File: src/lrq_pkg.sv
// Purpose: shared constants for the unit-report and opcode-query block
// Assumes: APB with 32-bit data, one aligned word per register
// Notes: command block bytes sit little-endian within each cdb word
package lrq_pkg;
   // ----------------------------------------------------------------
   // register byte offsets
   // ----------------------------------------------------------------
   localparam logic [7:0] OFS_CDB0 = 8'h00; // command bytes 0-3
   localparam logic [7:0] OFS_CDB1 = 8'h04; // command bytes 4-7
   localparam logic [7:0] OFS_CDB2 = 8'h08; // command bytes 8-11
   localparam logic [7:0] OFS_CTRL = 8'h0c; // start, select code, unit kind
   localparam logic [7:0] OFS_STAT = 8'h10; // decode result
   localparam logic [7:0] OFS_REQ = 8'h14; // requested opcode and action
   localparam logic [7:0] OFS_ALLOC = 8'h18; // allocation length
   localparam logic [7:0] OFS_RETLEN = 8'h1c; // bytes to return
   localparam logic [7:0] OFS_LIST0 = 8'h20; // unit list bytes 0-3
   localparam logic [7:0] OFS_LIST3 = 8'h2c; // unit list bytes 12-15
   // ----------------------------------------------------------------
   // control and status fields
   // ----------------------------------------------------------------
   localparam int CTRL_START = 0;
   localparam int CTRL_SEL_LO = 8;
   localparam int CTRL_LUN0 = 16; // handling unit is unit zero or reporting unit
   localparam int CTRL_ADMIN = 17; // handling unit is administrative
   localparam int ST_DONE = 0;
   localparam int ST_BUSY = 1;
   localparam int ST_QUERY = 2;
   localparam int ST_TD_FLAG = 3; // timeout descriptor flag
   localparam int ST_OPT_LO = 4;
   localparam int ST_CHECK = 7;
   localparam int ST_ALL = 8;
   // ----------------------------------------------------------------
   // command block codes and layout
   // ----------------------------------------------------------------
   localparam logic [7:0] QUERY_OPCODE = 8'ha3;
   localparam logic [4:0] QUERY_SA = 5'h0c;
   localparam logic [7:0] SEL_ADMIN_LVL1 = 8'h11;
   localparam logic [7:0] SEL_CONGLOM = 8'h12;
   localparam int TD_FLAG_BIT = 7; // flag position in byte 2
   localparam logic [2:0] OPT_ALL = 3'h0;
   localparam logic [2:0] OPT_OP = 3'h1;
   localparam logic [2:0] OPT_OP_SA = 3'h2;
   localparam logic [2:0] OPT_OP_SA_ANY = 3'h3;
   // ----------------------------------------------------------------
   // lengths in bytes
   // ----------------------------------------------------------------
   localparam logic [31:0] UNIT_LIST_LEN = 32'h0000_0008;
   localparam logic [31:0] LIST_HDR_LEN = 32'h0000_0008;
   localparam logic [31:0] ALL_HDR_LEN = 32'h0000_0004;
   localparam logic [31:0] DESC_LEN = 32'h0000_0008;
   localparam logic [31:0] TIMEOUT_LEN = 32'h0000_000c;
   localparam logic [31:0] ONE_LEN = 32'h0000_0010;
endpackage

File: src/lrq_cdb_if.sv
// Purpose: carries a command block to the decoder and its fields back
// Assumes: single clock domain
// Notes: fields are valid from the done pulse until the next load
`timescale 1ns/1ps
interface lrq_cdb_if;
   logic [95:0] cdb; // command bytes 0-11, byte n at bits 8n+7:8n
   logic load; // one-cycle pulse: decode cdb
   logic done; // one-cycle pulse: fields valid
   logic is_query; // opcode and service action match
   logic rsvd_ok; // reserved bits of bytes 1 and 2 are zero
   logic timeout_descriptor_request_flag; // byte 2 bit 7: append timeouts descriptors
   logic [2:0] options; // reporting options
   logic [7:0] req_op;
   logic [15:0] req_sa;
   logic [31:0] alloc;
   modport host (output cdb, output load, input done, input is_query, input rsvd_ok,
      input timeout_descriptor_request_flag, input options, input req_op, input req_sa, input alloc);
   modport dec (input cdb, input load, output done, output is_query, output rsvd_ok,
      output timeout_descriptor_request_flag, output options, output req_op, output req_sa, output alloc);
endinterface

File: src/lrq_cdb_decode.sv
// Purpose: splits a query command block into its fields
// Assumes: load is a one-cycle pulse from the same clock
// Notes: fields register on load, so they hold while software rewrites the cdb
`timescale 1ns/1ps
module lrq_cdb_decode (
   // clock and reset
   input wire logic clock_in,
   input wire logic rst_in,
   // command block and decoded fields
   lrq_cdb_if.dec bus
);
   import lrq_pkg::*;

   typedef struct packed {
      logic done;
      logic is_query;
      logic rsvd_ok;
      logic timeout_descriptor_request_flag;
      logic [2:0] options;
      logic [7:0] req_op;
      logic [15:0] req_sa;
      logic [31:0] alloc;
   } lrq_dec_s;

   lrq_dec_s st_reg; // decoded fields
   lrq_dec_s st_next;

   function automatic logic [7:0] cbyte(input logic [95:0] c, input int n);
      cbyte = c[8*n +: 8];
   endfunction

   // ----------------------------------------------------------------
   // decode
   // ----------------------------------------------------------------
   always_comb begin
      st_next = st_reg;
      st_next.done = bus.load;
      if (bus.load) begin
         // byte 1 sits at bits 15:8 and byte 2 at bits 23:16
         st_next.is_query = (cbyte(bus.cdb, 0) == QUERY_OPCODE)
            && (bus.cdb[12:8] == QUERY_SA);
         // upper byte-1 bits and byte-2 bits 6:3 must be zero
         st_next.rsvd_ok = (bus.cdb[15:13] == 3'h0)
            && (bus.cdb[22:19] == 4'h0);
         st_next.timeout_descriptor_request_flag = bus.cdb[16 + TD_FLAG_BIT];
         st_next.options = bus.cdb[18:16];
         // multi-byte fields arrive most significant byte first
         st_next.req_op = cbyte(bus.cdb, 3);
         st_next.req_sa = {cbyte(bus.cdb, 4), cbyte(bus.cdb, 5)};
         st_next.alloc = {cbyte(bus.cdb, 6), cbyte(bus.cdb, 7),
            cbyte(bus.cdb, 8), cbyte(bus.cdb, 9)};
      end
   end

   always_ff @(posedge clock_in) begin
      if (rst_in) begin
         st_reg <= '0;
      end else begin
         st_reg <= st_next;
      end
   end

   assign bus.done = st_reg.done;
   assign bus.is_query = st_reg.is_query;
   assign bus.rsvd_ok = st_reg.rsvd_ok;
   assign bus.timeout_descriptor_request_flag = st_reg.timeout_descriptor_request_flag;
   assign bus.options = st_reg.options;
   assign bus.req_op = st_reg.req_op;
   assign bus.req_sa = st_reg.req_sa;
   assign bus.alloc = st_reg.alloc;
endmodule

File: src/lrq_top.sv
// Purpose: unit-report list and supported-opcode query handling over APB
// Assumes: software loads the cdb words, then writes start in the control word
// Notes: zero-wait APB slave; results appear two cycles after start
`timescale 1ns/1ps
module lrq_top #(
   parameter logic [255:0] SA_OPCODES = 256'h1 << 8'ha3, // opcodes owning service actions
   parameter logic [31:0] NUM_CMDS = 32'h20 // commands in the all-commands list
) (
   // clock and reset
   input wire logic clock_in,
   input wire logic rst_in,
   // apb slave
   input wire logic psel_in,
   input wire logic penable_in,
   input wire logic pwrite_in,
   input wire logic [7:0] paddr_in,
   input wire logic [31:0] pwdata_in,
   output logic [31:0] prdata_out,
   output logic pready_out,
   output logic pslverr_out
);
   import lrq_pkg::*;

   // ----------------------------------------------------------------
   // state
   // ----------------------------------------------------------------
   // all block state lives in one struct so reset clears it in one go
   typedef struct packed {
      logic [95:0] cdb; // loaded command block
      logic [7:0] sel_code; // select-report code
      logic lun0; // handling unit is unit zero or reporting unit
      logic admin; // handling unit is administrative
      logic busy; // decode in flight
      logic done; // results valid
      logic check; // command ends with check condition
      logic all_fmt; // all-commands form chosen
      logic [31:0] list_len; // unit list length
      logic [31:0] retlen; // bytes actually returned
      logic [31:0] rdata; // apb read data
      logic load; // start pulse toward the decoder
   } lrq_top_s;

   lrq_top_s st_reg;
   lrq_top_s st_next;
   // carries the block to the decoder and the fields back
   lrq_cdb_if cdb_bus ();

   logic setup; // first apb cycle
   logic access; // apb access cycle
   logic mapped; // address hits a register
   logic [31:0] avail; // full query parameter data length
   logic [31:0] sa_len; // per descriptor length
   logic op_has_sa; // requested opcode owns service actions
   logic [31:0] list_word0; // bytes 0-3 of the unit list
   logic td_flag; // timeout descriptors asked for

   // field splitter; its registered fields survive cdb rewrites
   lrq_cdb_decode u_dec (
      .clock_in(clock_in),
      .rst_in(rst_in),
      .bus(cdb_bus)
   );

   // the decoder sees the stored block and the start pulse
   assign cdb_bus.cdb = st_reg.cdb;
   assign cdb_bus.load = st_reg.load;
   // short local name for the decoded byte-2 flag
   assign td_flag = cdb_bus.timeout_descriptor_request_flag;

   // ----------------------------------------------------------------
   // apb decode
   // ----------------------------------------------------------------
   // phase decode; the bus needs no wait states here
   assign setup = psel_in && !penable_in;
   assign access = psel_in && penable_in;
   // every aligned word up to the last list word is mapped
   assign mapped = (paddr_in[1:0] == 2'h0) && (paddr_in <= OFS_LIST3);
   // zero wait states: read data is captured in setup, so one cycle suffices
   assign pready_out = 1'b1;
   assign pslverr_out = access && !mapped;
   // read data leave a flop, so they never glitch with the address
   assign prdata_out = st_reg.rdata;

   // length field is stored most significant byte first in byte 0
   assign list_word0 = {st_reg.list_len[7:0], st_reg.list_len[15:8],
      st_reg.list_len[23:16], st_reg.list_len[31:24]};

   // ----------------------------------------------------------------
   // query lengths
   // ----------------------------------------------------------------
   // one bit per opcode, so the lookup is a single mux
   assign op_has_sa = SA_OPCODES[cdb_bus.req_op];
   // the timeouts descriptor rides on every descriptor or none
   assign sa_len = DESC_LEN + (td_flag ? TIMEOUT_LEN : 32'h0);
   // full parameter data length before truncation
   always_comb begin
      if (cdb_bus.options == OPT_ALL) begin
         // requested opcode and action play no part in this form
         avail = ALL_HDR_LEN + NUM_CMDS * sa_len;
      end else begin
         // one-command form: fixed data plus the optional descriptor
         avail = ONE_LEN + (td_flag ? TIMEOUT_LEN : 32'h0);
      end
   end

   // ----------------------------------------------------------------
   // next state
   // ----------------------------------------------------------------
   always_comb begin
      st_next = st_reg;
      // the start pulse lasts one cycle
      st_next.load = 1'b0;
      // read data captured in the setup cycle
      if (setup && !pwrite_in) begin
         unique case (paddr_in)
            OFS_CDB0: st_next.rdata = st_reg.cdb[31:0];
            OFS_CDB1: st_next.rdata = st_reg.cdb[63:32];
            OFS_CDB2: st_next.rdata = st_reg.cdb[95:64];
            OFS_CTRL: st_next.rdata = {14'h0, st_reg.admin, st_reg.lun0, st_reg.sel_code, 8'h0};
            // status mixes live decoder fields with local flags
            OFS_STAT: st_next.rdata = {23'h0, st_reg.all_fmt, st_reg.check, cdb_bus.options,
               td_flag, cdb_bus.is_query, st_reg.busy, st_reg.done};
            OFS_REQ: st_next.rdata = {8'h0, cdb_bus.req_sa, cdb_bus.req_op};
            OFS_ALLOC: st_next.rdata = cdb_bus.alloc;
            OFS_RETLEN: st_next.rdata = st_reg.retlen;
            OFS_LIST0: st_next.rdata = list_word0;
            // reserved bytes and the single unit identifier are all zero
            default: st_next.rdata = 32'h0;
         endcase
      end
      // writes take effect at the access edge
      if (access && pwrite_in) begin
         unique case (paddr_in)
            OFS_CDB0: st_next.cdb[31:0] = pwdata_in;
            OFS_CDB1: st_next.cdb[63:32] = pwdata_in;
            OFS_CDB2: st_next.cdb[95:64] = pwdata_in;
            OFS_CTRL: begin
               st_next.sel_code = pwdata_in[CTRL_SEL_LO +: 8];
               st_next.lun0 = pwdata_in[CTRL_LUN0];
               st_next.admin = pwdata_in[CTRL_ADMIN];
               // a start while busy is ignored so the decode stays whole
               if (pwdata_in[CTRL_START] && !st_reg.busy) begin
                  st_next.load = 1'b1;
                  st_next.busy = 1'b1;
                  st_next.done = 1'b0;
               end
            end
            default: begin
               // read-only and unmapped words ignore writes
            end
         endcase
      end
      // unit list: one unit only, so a non-empty list is always 8 bytes
      if (st_next.sel_code == SEL_ADMIN_LVL1) begin
         // unit zero satisfies every addressing class allowed here
         st_next.list_len = st_next.lun0 ? UNIT_LIST_LEN : 32'h0;
      end else if (st_next.sel_code == SEL_CONGLOM) begin
         // no subsidiary units exist, so the list is the handling unit alone
         st_next.list_len = st_next.admin ? UNIT_LIST_LEN : 32'h0;
      end else begin
         st_next.list_len = UNIT_LIST_LEN;
      end
      // query result
      if (cdb_bus.done) begin
         st_next.busy = 1'b0;
         st_next.done = 1'b1;
         st_next.all_fmt = cdb_bus.options == OPT_ALL;
         // the reporting options pick the form and its legality
         unique case (cdb_bus.options)
            OPT_ALL: st_next.check = 1'b0;
            OPT_OP: st_next.check = op_has_sa;
            OPT_OP_SA: st_next.check = !op_has_sa;
            OPT_OP_SA_ANY: st_next.check = 1'b0;
            default: st_next.check = 1'b1;
         endcase
         // a foreign or malformed block overrides every option
         if (!cdb_bus.is_query || !cdb_bus.rsvd_ok) begin
            st_next.check = 1'b1;
         end
         // truncate to the allocation length
         st_next.retlen = (cdb_bus.alloc < avail) ? cdb_bus.alloc : avail;
         // a refused command returns no parameter data
         if (st_next.check) begin
            st_next.retlen = 32'h0;
         end
      end
   end

   // one register stage for all state; reset clears every field
   always_ff @(posedge clock_in) begin
      if (rst_in) begin
         st_reg <= '0;
      end else begin
         st_reg <= st_next;
      end
   end
endmodule
File: config.mk
export PLATFORM = sky130hd
export DESIGN_NAME = lrq_top
export DESIGN_NICKNAME = d
export VERILOG_FILES = /design/src/lrq_pkg.sv /design/src/lrq_cdb_if.sv /design/src/lrq_cdb_decode.sv /design/src/lrq_top.sv
export SDC_FILE = /design/constraint.sdc
export NUM_CORES = 1
export LEC_CHECK = 0
export ABC_AREA = 0
export BUFFER_PORTS_ARGS = -buffer_cell sky130_fd_sc_hd__buf_2
export CAP_MARGIN = 0
export CELL_PAD_IN_SITES_DETAIL_PLACEMENT = 1
export CELL_PAD_IN_SITES_GLOBAL_PLACEMENT = 1
export CORE_MARGIN = 10
export CORE_UTILIZATION = 49
export DETAILED_ROUTE_END_ITERATION = 8
export PLACE_DENSITY = 0.86
export SYNTH_ARGS = -nofsm -noshare
export SYNTH_HDL_FRONTEND = slang
export SYNTH_SLANG_ARGS = --single-unit
File: constraint.sdc
create_clock -name clock_in -period 6.91 [get_ports clock_in]
set_input_delay 0.3455 -clock clock_in [delete_from_list [all_inputs] [get_ports clock_in]]
set_output_delay 0.3455 -clock clock_in [all_outputs]
set_load 0.01 [all_outputs]
# After elaboration in Yosys (flattened, before gate mapping)
# Memory sizes are Yosys's and may differ from the RTL's. A register that Yosys moved wholly into a read port is not among the register bits.
# Index checks and enable logic that the tools add are counted.
op_classes:
  addsub: 3
  multipliers: 0
  div: 0
  order_cmp: 3
  eq_ne: 15
  shift: 0
  mux: 20
  bitwise: 2
  n_reduce_logical: 33
op_table:
  columns: ["operator", "count"]
  rows:
  - ["$pmux 32 s9", 1]
  - ["$mux 32", 3]
  - ["$eq 8x5->1 const B", 6]
  - ["$add 3x32->32 const A", 1]
  - ["$lt 32x32->1", 1]
  - ["$add 4x27->27 const A", 1]
  - ["$mux 12", 2]
  - ["$mux 4", 5]
  - ["$eq 8x4->1 const B", 2]
  - ["$mux 8", 2]
  - ["$logic_and 1x1->1", 9]
  - ["$lt 8x9->1 const B", 1]
  - ["$eq 8x3->1 const B", 1]
  - ["$eq 8x6->1 const B", 1]
  - ["$eq 8x8->1 const B", 1]
  - ["$le 8x6->1 const B", 1]
  - ["$logic_not 8->1", 1]
  - ["$logic_not 1->1", 7]
  - ["$add 5x4->6 const A", 1]
  - ["$eq 3x2->1 const B", 2]
  - ["$logic_not 3->1", 2]
  - ["$reduce_and 2->1", 3]
  - ["$reduce_and 3->1", 2]
  - ["$reduce_bool 2->1", 3]
  - ["other kinds (12)", 17]
totals:
  regBits: 270
  latchBits: 0
  ramBits: 0
  rom_bits: 256
  inputBits: 45
  out_inout_bits: 34
  elab_cells: 99
  n_memories: 1
memory_table:
  columns: ["name", "depth", "word_bits", "rd", "rd_clocked_by_memory_dff", "wr", "line", "text"]
  rows:
  - ["(no name shown)", 256, 1, 1, 1, 0, "lrq_top.sv:92", "assign op_has_sa = SA_OPCODES[cdb_bus.req_op];"]

# Longest topological paths before layout
logic_depth:
  depth_word: 8
  ltp_mapped: 9
  mapped_depth_nobuf: 9

# Cells and area by module
# From an unflattened synthesis, not the netlist that was laid out.
hier_totals:
  cells_unflattened: 1188
  hier_area_um2: 10348.7
by_module_without_submodules:
  columns: ["mod", "n_inst", "cells_per_inst", "area_per_inst_um2", "seq_area_each_um2"]
  rows:
  - ["lrq_top", 1, 979, 8062.7, 3523.4]
  - ["lrq_cdb_decode", 1, 209, 2285.9, 1261.2]

# Least setup slack after synthesis
# OpenSTA, ideal clock, no wires.
synth_path:
  kind: "register -> register"
  from: "register u_dec.st_reg (netlist bit u_dec.bus.options[2])"
  to: "register st_reg[37] in the netlist's numbering"
  setup_time_ns: 0.117
  arrival_ns: 2.347
  t_required_ns: 6.793
  setup_slack_ns: 4.445
  stages_incl_launch_ff: 10
  path_buffers: 0
  period_less_slack_ns: 2.465
  cell_sequence: "dfxtp_1 -> or3_1 -> inv_1 -> nand2_1 -> ha_1 -> nor4bb_1 -> a221oi_1 -> a21oi_1 -> or3_1 -> a32o_1"
synth_via:
  elab_chain_cells: 6
  elab_cells_between_ends: 12
  cone_classes: "1 x order compare; 3 x eq/ne; 6 x mux; 2 x reduce/logical"
synth_lines:
  columns: ["element", "line", "text"]
  rows:
  - ["from (decl)", "lrq_cdb_decode.sv:25", "lrq_dec_s st_reg;"]
  - ["from (signal assigned)", "lrq_cdb_decode.sv:59", "st_reg <= st_next;"]
  - ["branches (longest 5 deep; another with $lt 32x32->1)", null, null]
  - ["$mux 32 (*)", "lrq_top.sv:183", "if (st_next.check) begin"]
  - ["to (signal assigned)", "lrq_top.sv:194", "st_reg <= st_next;"]
  - ["to (decl)", "lrq_top.sv:43", "lrq_top_s st_reg;"]
# Mark *: on every way between the ends. The select of a mux whose other input is x is not followed.
# A chain may end at the register's enable or synchronous reset.

# Final worst setup path
layout_path:
  from: "register u_dec.st_reg (netlist bit u_dec.bus.options[2])"
  to: "register st_reg[38] in the netlist's numbering"
# Same word-level chain as after synthesis.

==> metrics <==
status finished, final reports clean; hold path depth 3; Reg clk slew, reported paths 0.06 ns; maximum VDD drop 0.160 mV; TNS Setup 0 ns; kind of critical path flip-flop to flip-flop; gr ovfl total 0; # DRC 0; per-cell routed wire length 24.5 um; Peak Freq 324 MHz; Initial Utilization 49.7%; CTS hold repair buffers 0; Total GRT Usage 25.1%; max FFs per register 96; routed vias/inst 6.20; Max Cap Viol 0; register bit total from synthesis 240; CTS tree yes; Period minus WS final between 3 and 4 ns; first-pass GRT wire length 56.2 mm; Critical Path Start Type flip-flop; die area 27600 um^2; DR vias 9208; warnings from Yosys 0; fill cell count approximately 2.5k; Final Util 55.0%; dpl hpwl 24.3 mm; Avg Inst Size Synth just under 9 um^2; # IOs 79; Synth Flop Type dfxtp_1; CTS-repair resized insts 0; H-tree Lvls 1; Synth cell types 59; layout cells sized above 1 between 10% and 20%; Reg-to-Reg Start u_dec.bus.options[2]; CP arrival 3.55 ns; routability congestion estimate around 0.92; Slew Viols, Final 0; setup repair after global routing missed its margin false; Rel. slew slack 21.1%; CP Capture Type flip-flop; clock skew approximately 0.010 ns; Die Span X 166 um; Post-CTS Setup Bufs 0; R2R setup slack 3.82 ns; Pleak ~4.0 nW; largest net degree at the start of global routing 108; initial detailed-routing violation count 896; DRT antenna net count 0; worst endpoint required time about 7.4 ns; worst-path maximum fanout 5; cell count after synthesis approximately 1.2k; root buffer cell clkbuf_16; Inst Count DP 1440; Fin. Hold Viols 0; Worst Tran Pin Value 1.18 ns; Worst R2R End st_reg[38]; worst-skew pair later-pin latency 0.53 ns; setup violators final 0; worst hold start pwdata_in[18]; syn nets approximately 1.2k; Die Span Y 166 um; vias in the first global route 9315; IO Port Bufs 77; Core Area 21000 um^2; cts bufs inserted 25; antenna cells 0; sequential fraction of the synthesis area a little under half; Rows 53; Cell Area, Synth between 10000 and 15000 um^2; Non-Filler Instances 1486; Final nets approximately 1.2k; Power Dens Cells 250 nW/um^2; drt pass-1 iters 5; Layout area overhead 10.6%; initial antenna violation count 1; CTS Buffer Depth 3; Hold Path Sink cdb_bus.cdb[50]; EDFF count, synth 0; clock sinks 240; final period utilization 44.7%; Worst Reg-to-Reg Cells 9; Synth async-reset ratio 0%; Hold Crit Class primary input to flip-flop; Post-Route WL 36.4 mm
==> Yosys cell counts, types with 11 or more instances <==
cell type / instances / area share (%)
buf_4: 36 / 2.6
a21oi_1: 123 / 5.9
buf_2: 22 / 1.1
nor4_1: 11 / 0.66
a22o_1: 24 / 2.0
and2_1: 22 / 1.3
nor3_1: 11 / 0.53
a22oi_1: 19 / 1.4
nand3_1: 11 / 0.53
mux2i_1: 112 / 11
nor2_1: 107 / 3.8
dfxtp_1: 240 / 46
nand2_1: 234 / 8.4
o22ai_1: 24 / 1.4
o21ai_0: 22 / 1.1
clkbuf_1: 47 / 1.7
==> cell usage in the layout (no fill, tap or decap), drive strengths merged, types with 22 or more instances in the layout <==
| cell | n |
|---|---|
| a22o | 24 |
| and2 | 22 |
| mux2i | 112 |
| dfxtp | 240 |
| o22ai | 24 |
| nand2 | 234 |
| clkbuf | 37 |
| o21ai | 22 |
| a21oi | 123 |
| buf | 91 |
| nor2 | 110 |
==> area by class of cell <==
class                   instances  area, um^2  area share [%]
clock buffers                  37         751            6.49
clock inverters                 9         113           0.974
inverters                      10        37.5           0.325
multi-input cells             824        5020            43.4
flip-flops and latches        240        4810            41.6
well taps                     275         344            2.97
repair buffers                 91         497            4.29
==> worst max path at each step <==
stage	from	to	slack (ns)	cells after the start
finish	u_dec.bus.options[2]	st_reg[38]	3.82	9
global route	u_dec.bus.options[2]	st_reg[34]	3.69	9
CTS	u_dec.bus.options[2]	st_reg[38]	3.90	9
detailed placement	paddr_in[3]	cdb_bus.cdb[73]	3.59	7
global placement	paddr_in[3]	cdb_bus.cdb[91]	3.71	7
floorplan	u_dec.bus.options[2]	st_reg[37]	4.45	9
==> worst max-delay path, cell delays in order (launching register included) <==
cell and delay [ns]:
dfxtp_1 0.39, or3_1 0.47, inv_1 0.17, nand2_1 0.12, ha_1 0.33, nand2_1 0.10
nand4_1 0.16, or2_2 0.40, nor3_1 0.65, a22o_1 0.24
==> cells by family after synthesis <==
family	share of synthesized area (%)
and+or+nand+nor	19.4
adders and majority gates	0.598
muxes	13.4
buffers and inverters	6.33
other	0.0359
DFF	46.0
AOI/OAI and AO/OA	14.2
==> through the flow <==
stage / power, mW / worst slack (ns) / hold WS [ns] / area [um^2]
3_3_place_gp: 1.52 / 3.71 / 0.431 / 10700
6_report: 2.90 / 3.82 / 0.0774 / 11600
2_1_floorplan: 1.47 / 4.45 / 0.420 / 10500
4_1_cts: 2.90 / 3.90 / 0.0755 / 11600
3_5_place_dp: 1.52 / 3.59 / 0.440 / 10700
5_1_grt: 2.97 / 3.69 / 0.0873 / 11600
==> routing by layer <==
metal | track usage (%) | wire length, um
met5 | 0 | 15
met4 | 9.21 | 1290
met3 | 6.39 | 3590
met2 | 38.4 | 16200
met1 | 33.3 | 15300
==> report_power, final <==
part           internal, mW  switching [mW]
clock                 0.830           0.577
combinational        0.0272          0.0791
sequential             1.38        0.000762
Note: power is estimated with default switching activity, not from simulation.
